File: src/power_mode_pkg.sv
package power_mode_pkg;

   // Register byte offsets on the AHB-Lite slave.
   localparam logic [7:0] ctrl_off    = 8'h00;
   localparam logic [7:0] wake_en_off = 8'h04;
   localparam logic [7:0] clk_cfg_off = 8'h08;
   localparam logic [7:0] status_off  = 8'h0C;
   localparam logic [7:0] event_off   = 8'h10;

   // Control register fields.
   localparam int ctrl_standby_bit  = 0;
   localparam int ctrl_suspend_bit  = 1;
   localparam int ctrl_auto_hpd_bit = 2;
   localparam int ctrl_overheat_bit = 3;
   localparam int ctrl_pad_sb_lsb   = 4;
   localparam int ctrl_tx_lvl_lsb   = 8;
   localparam int ctrl_tx_en_bit    = 11;

   // Clock configuration register fields.
   localparam int clk_sys_div_lsb   = 0;
   localparam int clk_per_div_lsb   = 4;
   localparam int clk_per_en_lsb    = 8;
   localparam int num_periph        = 16;

   // Pad-supply regulator modes.
   typedef enum logic [1:0] {
      pad_active   = 2'b00,
      pad_lowpower = 2'b01,
      pad_off      = 2'b10
   } pad_mode_t;

   // Transmitter regulator output levels.
   typedef enum logic [2:0] {
      tx_3v00 = 3'b000,
      tx_3v30 = 3'b001,
      tx_3v60 = 3'b010,
      tx_4v50 = 3'b011,
      tx_4v75 = 3'b100
   } tx_level_t;

   typedef enum logic [1:0] {
      st_active  = 2'b00,
      st_standby = 2'b01,
      st_suspend = 2'b10,
      st_hpd     = 2'b11
   } pwr_state_t;

   localparam int num_wake = 10;
   // Wake source indices.
   localparam int wk_host     = 0;
   localparam int wk_field    = 1;
   localparam int wk_gpio     = 2;
   localparam int wk_card_in  = 3;
   localparam int wk_card_out = 4;
   localparam int wk_aux_uart = 5;
   localparam int wk_counter  = 6;
   localparam int wk_pad_oc   = 7;
   localparam int wk_tx_ovv   = 8;
   localparam int wk_temp     = 9;

   localparam logic [31:0] ctrl_reset    = 32'h0000_0010;
   localparam logic [31:0] wake_en_reset = 32'h0000_0000;
   localparam logic [31:0] clk_cfg_reset = 32'h0000_FF00;

   // USB idle time before the suspend-request event.
   localparam int usb_idle_us     = 3000;
   localparam int clk_mhz         = 100;
   localparam int usb_idle_cycles = usb_idle_us * clk_mhz + 1;

endpackage

File: src/power_mode_controller.sv
`timescale 1ns/1ps
`default_nettype none
module power_mode_controller
   import power_mode_pkg::*;
(
   input  wire logic                  hclk,
   input  wire logic                  hresetn,
   input  wire logic                  hsel,
   input  wire logic [31:0]           haddr,
   input  wire logic [1:0]            htrans,
   input  wire logic                  hwrite,
   input  wire logic [2:0]            hsize,
   input  wire logic [31:0]           hwdata,
   input  wire logic                  hready,
   output logic      [31:0]           hrdata,
   output logic                       hreadyout,
   output logic                       hresp,
   input  wire logic                  reset_pin_n,
   input  wire logic                  main_supply_ok,
   input  wire logic                  pad_regulator_output_grounded,
   input  wire logic                  pad_supply_present,
   input  wire logic                  host_busy,
   input  wire logic                  usb_activity,
   input  wire logic                  field_detector_enabled,
   input  wire logic [num_wake-2:0]   wake_in,
   input  wire logic                  temp1_below_limit,
   input  wire logic                  temp2_below_limit,
   input  wire logic                  card_deact_done,
   output logic                       card_deact_req,
   output logic [1:0]                 pad_supply_regulator_mode,
   output logic                       transmitter_supply_regulator_en,
   output logic [2:0]                 transmitter_supply_regulator_level,
   output logic                       main_regulator_lowpower,
   output logic                       low_freq_oscillator_en,
   output logic                       main_clock_en,
   output logic                       retained_clk_sel_slow,
   output logic [3:0]                 sys_clk_div,
   output logic [3:0]                 per_clk_div,
   output logic [num_periph-1:0]      periph_clk_en,
   output logic                       usb_idle_event,
   output logic [1:0]                 power_state
);

   typedef struct packed {
      logic [31:0]         ctrl;
      logic [31:0]         wake_en;
      logic [31:0]         clk_cfg;
      logic [2:0]          evt;
      logic                dph_valid;
      logic                dph_write;
      logic [7:0]          dph_addr;
      logic [31:0]         rdata;
      pwr_state_t          state;
      pwr_state_t          target;
      logic                deact;
      logic                oheat;
      logic [31:0]         idle_cnt;
      logic [num_wake-1:0] wake_q;
      logic [num_wake+9:0] s1;
      logic [num_wake+9:0] s2;
   } state_t;

   state_t st_q;
   state_t st_d;

   logic [10:0]            raw_in;
   logic [num_wake-1:0]    wake_vec;
   logic                   rst_pin_s;
   logic                   main_supply_input_ok_s;
   logic                   pad_gnd_s;
   logic                   pad_pres_s;
   logic                   host_busy_s;
   logic                   usb_act_s;
   logic                   fd_en_s;
   logic                   t1_s;
   logic                   t2_s;
   logic                   deact_done_s;
   logic                   wake_hit;
   logic                   blocked;
   logic                   hpd_cond;
   logic                   addr_phase;
   logic [2:0]             evt_set;

   assign raw_in = {card_deact_done, temp2_below_limit, temp1_below_limit,
                    field_detector_enabled, usb_activity, host_busy, pad_supply_present,
                    pad_regulator_output_grounded, main_supply_ok, reset_pin_n, 1'b0};
   // Only the second synchroniser stage is used; stage one feeds stage two alone.
   assign rst_pin_s    = st_q.s2[1];
   assign main_supply_input_ok_s    = st_q.s2[2];
   assign pad_gnd_s    = st_q.s2[3];
   assign pad_pres_s   = st_q.s2[4];
   assign host_busy_s  = st_q.s2[5];
   assign usb_act_s    = st_q.s2[6];
   assign fd_en_s      = st_q.s2[7];
   assign t1_s         = st_q.s2[8];
   assign t2_s         = st_q.s2[9];
   assign deact_done_s = st_q.s2[10];

   genvar gi;
   generate
      for (gi = 0; gi < num_wake - 1; gi++) begin : g_wake
         assign wake_vec[gi] = st_q.s2[11+gi] & st_q.wake_en[gi];
      end
   endgenerate
   assign wake_vec[wk_temp] = st_q.oheat & t1_s & t2_s & st_q.wake_en[wk_temp];

   assign wake_hit = |wake_vec;
   // Field detector selected as wake source but powered off also blocks entry.
   assign blocked  = host_busy_s | wake_hit | (st_q.wake_en[wk_field] & ~fd_en_s)
                     | ~pad_pres_s;
   assign hpd_cond = ~rst_pin_s | (~main_supply_input_ok_s & st_q.ctrl[ctrl_auto_hpd_bit]);
   assign addr_phase = hsel & hready & htrans[1];

   always_comb begin
      st_d = st_q;
      evt_set = 3'b000;
      st_d.s1 = {wake_in, raw_in};
      st_d.s2 = st_q.s1;
      st_d.wake_q = wake_vec;

      // USB idle counter; saturates so the event fires once per idle period.
      if (usb_act_s || st_q.state != st_active) begin
         st_d.idle_cnt = 32'h0000_0000;
      end else if (st_q.idle_cnt < 32'(usb_idle_cycles)) begin
         st_d.idle_cnt = st_q.idle_cnt + 32'h0000_0001;
         if (st_d.idle_cnt == 32'(usb_idle_cycles)) begin
            evt_set[0] = 1'b1;
         end
      end

      // AHB-Lite data phase.
      st_d.dph_valid = addr_phase;
      st_d.dph_write = hwrite;
      st_d.dph_addr  = haddr[7:0];
      if (!addr_phase) begin
         st_d.dph_write = 1'b0;
      end
      st_d.rdata = 32'h0000_0000;
      if (addr_phase && !hwrite) begin
         unique case (haddr[7:0])
            ctrl_off:    st_d.rdata = st_q.ctrl;
            wake_en_off: st_d.rdata = st_q.wake_en;
            clk_cfg_off: st_d.rdata = st_q.clk_cfg;
            status_off:  st_d.rdata = {16'h0000, st_q.wake_q, st_q.deact, st_q.oheat,
                                       st_q.state, blocked, pad_gnd_s};
            event_off:   st_d.rdata = {29'h0000_0000, st_q.evt};
            default:     st_d.rdata = 32'h0000_0000;
         endcase
      end
      if (st_q.dph_valid && st_q.dph_write) begin
         unique case (st_q.dph_addr)
            ctrl_off:    st_d.ctrl    = hwdata;
            wake_en_off: st_d.wake_en = hwdata;
            clk_cfg_off: st_d.clk_cfg = hwdata;
            event_off:   st_d.evt     = st_q.evt & ~hwdata[2:0];
            default:     st_d.ctrl    = st_q.ctrl;
         endcase
      end

      // Power state machine.
      if (hpd_cond) begin
         st_d.state = st_hpd;
         st_d.deact = 1'b0;
      end else begin
         unique case (st_q.state)
            st_hpd: begin
               if (rst_pin_s && main_supply_input_ok_s) begin
                  st_d.state = st_active;
               end
            end
            st_active: begin
               if (st_q.deact) begin
                  if (blocked) begin
                     st_d.deact = 1'b0;
                     evt_set[1] = 1'b1;
                  end else if (deact_done_s) begin
                     st_d.deact = 1'b0;
                     st_d.state = st_q.target;
                  end
               end else if (st_d.ctrl[ctrl_standby_bit] || st_d.ctrl[ctrl_suspend_bit]) begin
                  st_d.ctrl[ctrl_standby_bit] = 1'b0;
                  st_d.ctrl[ctrl_suspend_bit] = 1'b0;
                  st_d.target = st_d.ctrl[ctrl_standby_bit] ? st_standby : st_suspend;
                  st_d.target = st_q.dph_write && hwdata[ctrl_standby_bit]
                                ? st_standby : st_suspend;
                  // Overheat flag lets the temperature wake source be armed.
                  st_d.oheat = st_d.ctrl[ctrl_overheat_bit];
                  if (blocked) begin
                     evt_set[1] = 1'b1;
                  end else begin
                     st_d.deact = 1'b1;
                  end
               end
            end
            st_standby, st_suspend: begin
               if (wake_hit) begin
                  st_d.state = st_active;
                  st_d.oheat = 1'b0;
                  evt_set[2] = 1'b1;
               end
            end
            default: st_d.state = st_active;
         endcase
      end
      // Hardware set wins over a software clear in the same cycle.
      st_d.evt = st_d.evt | evt_set;
   end

   always_ff @(posedge hclk or negedge hresetn) begin
      if (!hresetn) begin
         st_q <= '{ctrl: ctrl_reset, wake_en: wake_en_reset, clk_cfg: clk_cfg_reset,
                   state: st_active, target: st_standby, default: '0};
      end else begin
         st_q <= st_d;
      end
   end

   assign hrdata    = st_q.rdata;
   assign hreadyout = 1'b1;
   assign hresp     = 1'b0;

   always_comb begin
      pad_supply_regulator_mode = pad_active;
      if (pad_gnd_s || st_q.state == st_hpd) begin
         pad_supply_regulator_mode = pad_off;
      end else if (st_q.state == st_standby) begin
         pad_supply_regulator_mode = st_q.ctrl[ctrl_pad_sb_lsb +: 2];
      end else if (st_q.state == st_suspend) begin
         pad_supply_regulator_mode = pad_lowpower;
      end
   end

   assign transmitter_supply_regulator_en = st_q.ctrl[ctrl_tx_en_bit]
                                            & (st_q.state == st_active);
   assign transmitter_supply_regulator_level = st_q.ctrl[ctrl_tx_lvl_lsb +: 3];
   assign main_regulator_lowpower = st_q.state != st_active;
   assign low_freq_oscillator_en  = st_q.state != st_hpd;
   assign main_clock_en           = st_q.state == st_active;
   assign retained_clk_sel_slow   = st_q.state != st_active;
   assign sys_clk_div   = st_q.clk_cfg[clk_sys_div_lsb +: 4];
   assign per_clk_div   = st_q.clk_cfg[clk_per_div_lsb +: 4];
   assign periph_clk_en = (st_q.state == st_active)
                          ? st_q.clk_cfg[clk_per_en_lsb +: num_periph] : '0;
   assign card_deact_req = st_q.deact;
   assign usb_idle_event = st_q.evt[0];
   assign power_state    = st_q.state;

endmodule // power_mode_controller
`default_nettype wire

File: config.mk
export PLATFORM = sky130hd
export DESIGN_NAME = power_mode_controller
export DESIGN_NICKNAME = d
export VERILOG_FILES = /design/src/power_mode_pkg.sv /design/src/power_mode_controller.sv
export SDC_FILE = /design/constraint.sdc
export NUM_CORES = 1
export LEC_CHECK = 0
export BUFFER_PORTS_ARGS = -buffer_cell sky130_fd_sc_hd__buf_2
export CAP_MARGIN = 20
export CORE_MARGIN = 2
export CORE_UTILIZATION = 50
export CTS_CLUSTER_DIAMETER = 200
export DETAILED_ROUTE_END_ITERATION = 7
export GPL_TIMING_DRIVEN = 0
export PLACE_DENSITY_LB_ADDON = 0.15
export SLEW_MARGIN = 10
export SYNTH_ARGS = -nofsm -noshare
export SYNTH_HDL_FRONTEND = slang
export SYNTH_SLANG_ARGS = --single-unit
export TNS_END_PERCENT = 100
File: constraint.sdc
create_clock -name hclk -period 3.14 [get_ports hclk]
set_input_delay 0 -clock hclk [delete_from_list [all_inputs] [get_ports hclk]]
set_output_delay 0 -clock hclk [all_outputs]
set_load 0.005 [all_outputs]
==> results.cfg, run 1 <==
[timing]
rsz0062_at_grt = false
fin_crit_ps = 2680
slew_violations = 0
finClkSkew_ps = 7.60
worstMarginPinSlew_ps = 772
finalHoldViolCount = 0
period_share_pct = 85.4
max_freq_ghz = 0.373
relSlewSlack_pct = 48.5
setup_viol_count_final = 0

[critical_path]
slowest_delay_ps = 570
cp_max_fo = 10
cp.buffers_inverters = 3
cpLargestDelayFamily = simple AND/OR/NAND/NOR gates
cp-start-kind = primary input
required_ps = 3560
endpoint_kind = flip-flop
r2r_slack_ps = 630
worstReg2RegEnd = st_q[53]
crit_slowest_cell = or4_1
path_cells = dlygate4sd3_1 > buf_2 > or4_1 > nor3_1 > nand2_1 > nor2_1 > clkbuf_1 > a222oi_1 > a21oi_1
critPathKind = primary input to flip-flop
critPathArrivalTime_ps = 3100
reg2reg_from = st_q[50]
reg2reg_depth = 10

[die]
row_count = 50
die-area_sq_um = 19900
core_sq_um = 18600
die_h_microns = 141
chipWidth_microns = 141
initial_utilization_pct = 50.6
io_pins = 165

[synth]
ys.warnings.count = 0
synth_seq_cells = 227
synthArstFlopShare_pct = 100
synth_area_per_cell_sq_um = 12.2
yosysSeqAreaShare_pct = 60.6
synth_cell_type_count = 49
synth_edf_count = 0
yosys_most_used_dff = dfrtp_1
synth_nets = 867
syn_inst = 768
netlist_area_sq_um = 9400

[routing]
antenna_left = 0
wl_microns = 21800
first_iter_violations = 413
viasPerCell = 5.27
drc_errors = 0
drt_pass1_iterations = 8
routedWlPerCell_microns = 17.5
vias = 6572

[power]
ir_worst_vdd_v = 0.000450
power_mw = 6.45
p_leak_nw = 5.49
pwr_density_cell_nw_per_um2 = 540

[clock_tree]
numCtsBuffers = 24
clk_pin_slew_ps = 60
postCtsSetupRepairBufs = 0
clock_latency_ps = 510
cts_tree = done
cts_buffer_depth = 3
clock-sinks = 227
cts_root_buffer = clkbuf_16
cts_resized = 0
cts_max_level = 1

[run_status]
status = complete, no violations

[final_layout]
n_antenna_cell = 0
fillCellCount = 1475
synthToLayoutAreaGrowth_pct = 27.1
drive_gt1_share_pct = 32.5
postLayoutCellArea_sq_um = 11900
fin_nets = 1094

[placed_design]
postPlaceCellArea_sq_um = 10400
place.gp.congestion = 0.814
dp_hpwl_microns = 14400
port_buffers = 134

[global_routing]
globalRouteOverflowTotal = 0
grt_pass1_wl_microns = 34900
grt.total_usage_pct = 22.1
grt_max_degree = 105
grt_pass1_vias = 6580
antenna_found_initial = 1

[min_path]
min_path_type = primary input to async pin

[run]
maxCapViolations = 0
==> final cells by class <==
cell class / count / area, sq um / area share (%)
sequential: 227 / 5690 / 47.7
multi-input combinational: 433 / 3110 / 26.0
timing repair buffer: 201 / 1400 / 11.7
clock buffer: 35 / 713 / 5.97
buffer: 89 / 526 / 4.40
tap: 234 / 293 / 2.45
clock inverter: 9 / 145 / 1.22
inverter: 19 / 71.3 / 0.597
==> routing by layer <==
metal	wire (microns)	global-route usage, %	vias to the layer above
met4	501	6.26	0
met2	10400	35.8	209
met1	9830	31.3	3223
met3	1150	3.60	33
met5	0	0	-
li1	-	-	3107
==> synthesized netlist by cell type, drive strengths merged, types with 3 or more instances <==
cell type	instances	area, sq um
clkbuf	36	135
dfstp	10	263
xnor2	19	166
and3	8	50.1
nor4	11	75.1
nor4b	4	35.0
inv	19	71.3
dfrtp	217	5430
o21ai	21	105
nor2	59	221
nor3	15	75.1
and2	38	238
mux2	88	991
or4	4	30.0
a221oi	4	35.0
nand3	11	55.1
mux2i	5	53.8
buf	53	390
a222oi	30	300
nand2	48	180
nand2b	3	18.8
ha	6	75.1
nand4	6	37.5
a21oi	21	105
nand3b	3	22.5
==> where the power goes <==
group          internal (mW)  switching (mW)
clock                   1.90            1.12
combinational          0.180           0.154
sequential              3.04          0.0598
total                   5.12            1.34
==> tightest hold or removal path, delay by kind of cell <==
family                 cells  cell delay, ps
buffers and inverters      3             900
==> through the flow <==
step                util [%]  hold WS (ps)  setup TNS, ps  worst slack, ps  instances
global route            64.3          61.9              0              319       1247
detailed placement      56.1          -121              0              606       1138
global placement        55.8           108        -394610            -1820       1136
floorplan                  -          -296              0             1060        768
CTS                     64.3          45.7              0              475       1247
finish                  64.3          48.9              0              458       1247
==> cell families (layout without fill, tap and decap cells) <==
family / after synthesis / in the layout / share of synthesized area, %
compound gates: 91 / 91 / 7.11
xor+xnor: 19 / 19 / 1.77
fa+ha+maj: 6 / 6 / 0.799
buf+inv: 108 / 353 / 6.35
flops: 227 / 227 / 60.6
mux: 93 / 93 / 11.1
other cells: 2 / 2 / 0.0799
simple gates: 222 / 222 / 12.2
==> state kept, by name, summed over array words and instances, names as in the netlist <==
register                            count
card_deact_req                          1
deact_done_s                            1
fd_en_s                                 1
host_busy_s                             1
hrdata                                 32
main_supply_input_ok_s                  1
pad_gnd_s                               1
pad_pres_s                              1
per_clk_div                             4
power_state                             2
rst_pin_s                               1
st_d                                   19
st_q                                  154
sys_clk_div                             4
transmitter_supply_regulator_level      3
usb_idle_event                          1
==> worst max path at each step <==
stage / start / slack [ps] / to / cells after the start
global route: power_state[1] / 320 / periph_clk_en[11] / 6
finish: haddr[5] / 460 / hrdata[8] / 9
floorplan: st_q[125] / 1060 / card_deact_req / 6
detailed placement: haddr[5] / 610 / hrdata[8] / 8
CTS: power_state[0] / 470 / periph_clk_en[11] / 6
global placement: hresetn / -1820 / fd_en_s / 1
==> placed cells by master, fill, tap and decap left out, types with 15 or more instances in the layout <==
master and instances:
a21oi_1 21, a222oi_1 30, and2_1 38, buf_2 136, buf_4 50, clkbuf_1 41
clkbuf_16 25, dfrtp_1 217, dlygate4sd3_1 64, inv_1 19, mux2_2 88, nand2_1 48
nor2_1 59, nor3_1 15, o21ai_0 21, xnor2_1 19
==> timing repair <==
| item | in CTS | in global routing |
|---|---|---|
| hold buffers | 65 | 0 |
| setup endpoints to repair | 0 | 0 |
| hold endpoints to repair | 348 | 0 |
No activity file was read; power rests on OpenSTA's default activity.
==> inputs of run 2 (changes only) <==
- CTS_CLUSTER_DIAMETER: 200 -> 60
- SKIP_CTS_REPAIR_TIMING: unset -> 1
- clock period: 3.14 -> 3 ns (I/O delays scaled with it)
==> run 2 against run 1 <==
Net effect: utilization unchanged; cell count unchanged; clock-buffer cell count unchanged; sequential share of layout area unchanged; sequential power increased by 5%.
==> results.cfg, run 2 (synthesized netlist as in run 1, its figures left out) <==
[final_layout]
final_common_cell = dfrtp_1
largest_reg_flops = 154
fin_nets = 1094
layoutNonFillerInstCount = 1247
final_cell_mix = dfrtp_1 (217), buf_2 (136), mux2_2 (88), dlygate4sd3_1 (64), nor2_1 (59)
postLayoutCellArea_sq_um = 11900
final_util_pct = 64.3
synthToLayoutAreaGrowth_pct = 27.1
n_antenna_cell = 0
drive_gt1_share_pct = 32.5
largest-register = st_q
fillCellCount = 1473

[critical_path]
endpoint_kind = output port
cp_max_fo = 10
path_cells = inv_1 > ha_1 > clkbuf_1 > clkbuf_1 > and2_1 > buf_2
crit_slowest_cell = clkbuf_1
cp_common_cell = clkbuf_1
cpLargestDelayFamily = buffers and inverters
slowest_delay_ps = 520
required_ps = 3000
cp.buffers_inverters = 4
crit_start = power_state[0]
reg2reg_depth = 10
worstReg2RegEnd = st_q[53]
r2r_slack_ps = 490
critPathKind = flip-flop to output port
critPathArrivalTime_ps = 2680
cp-start-kind = flip-flop
reg2reg_from = st_q[50]

[timing]
worstMarginPinSlew_ps = 794
fin_crit_ps = 2680
relSlewSlack_pct = 47.1
finalHoldViolCount = 0
period_share_pct = 89.2
rsz0062_at_grt = false
finClkSkew_ps = 7.50
slew_violations = 0
setup_viol_count_final = 0
max_freq_ghz = 0.374

[power]
pwr_density_cell_nw_per_um2 = 565
p_leak_nw = 5.49
ir_worst_vdd_v = 0.000468
power_mw = 6.75

[placed_design]
placed_cells = 1138
postPlaceCellArea_sq_um = 10400
port_buffers = 134
dp_hpwl_microns = 14400
place.gp.congestion = 0.814

[clock_tree]
cts_root_buffer = clkbuf_16
numCtsBuffers = 24
cts_tree = done
clock-sinks = 227
clock_latency_ps = 510
cts_buffer_depth = 3
cts_max_level = 1
clk_pin_slew_ps = 60

[die]
initial_utilization_pct = 50.6
die_h_microns = 141
core_sq_um = 18600
row_count = 50
die-area_sq_um = 19900
io_pins = 165
chipWidth_microns = 141

[routing]
viasPerCell = 5.27
routedWlPerCell_microns = 17.6
vias = 6577
antenna_left = 0
wl_microns = 21900
drc_errors = 0
first_iter_violations = 461
drt_pass1_iterations = 6

[global_routing]
globalRouteOverflowTotal = 0
grt_pass1_wl_microns = 33500
grt_max_degree = 105
antenna_found_initial = 1
grt.total_usage_pct = 21.3
grt_pass1_vias = 6222

[run]
maxCapViolations = 0

[min_path]
min_path_type = primary input to async pin

[run_status]
status = complete, no violations
## run 2: cell counts in the layout (fill, tap and decap cells not counted)
Identical to the previous run, type by type.
## run 2: power by group
part	switching (mW)	internal [mW]	total (mW)
registers	0.0631	3.18	3.24
logic	0.162	0.189	0.351
clock network	1.17	1.99	3.16
## run 2: final cells by class
type	count	area (sq um)	share of cell area (%)
flip-flops and latches	227	5690	47.7
multi-input cells	433	3110	26.0
repair buffers	201	1400	11.7
clock buffers	35	713	5.97
plain buffers	89	526	4.40
well taps	234	293	2.45
clock inverters	9	145	1.22
inverters	19	71.3	0.597
## run 2: how the worst max path moves through the flow
| stage | endpoint | slack, ps | depth (start not counted) |
|---|---|---|---|
| after floorplan | card_deact_req | 920 | 6 |
| after global placement | fd_en_s | -1960 | 1 |
| after detailed placement | hrdata[8] | 470 | 8 |
| after CTS | periph_clk_en[11] | 330 | 6 |
| after global routing | periph_clk_en[11] | 180 | 6 |
| final | periph_clk_en[12] | 320 | 6 |
## run 2: worst reg2reg max path, delay by kind of cell, from the launching register on
kind	cells	cell delay, ps
simple gates	3	340
xor+xnor	1	160
buf+inv	3	860
compound gates	2	400
fa+ha+maj	1	210
flops	1	410
## run 2: per-layer routing
layer	part of all wire, %	GRT usage, %	up-vias
met1	45	30.5	3241
li1	-	-	3105
met2	48	34.4	203
met4	1.9	4.79	0
met3	5.3	3.87	28
met5	0	0	-
## run 2: through the flow
stage	hold slack (ps)	setup slack, ps	TNS, ps
floorplan	-296	919	0
global placement	108	-1960	-426390
detailed placement	-121	466	0
CTS	-657	335	0
global route	62.8	179	0
finish	52.1	323	0
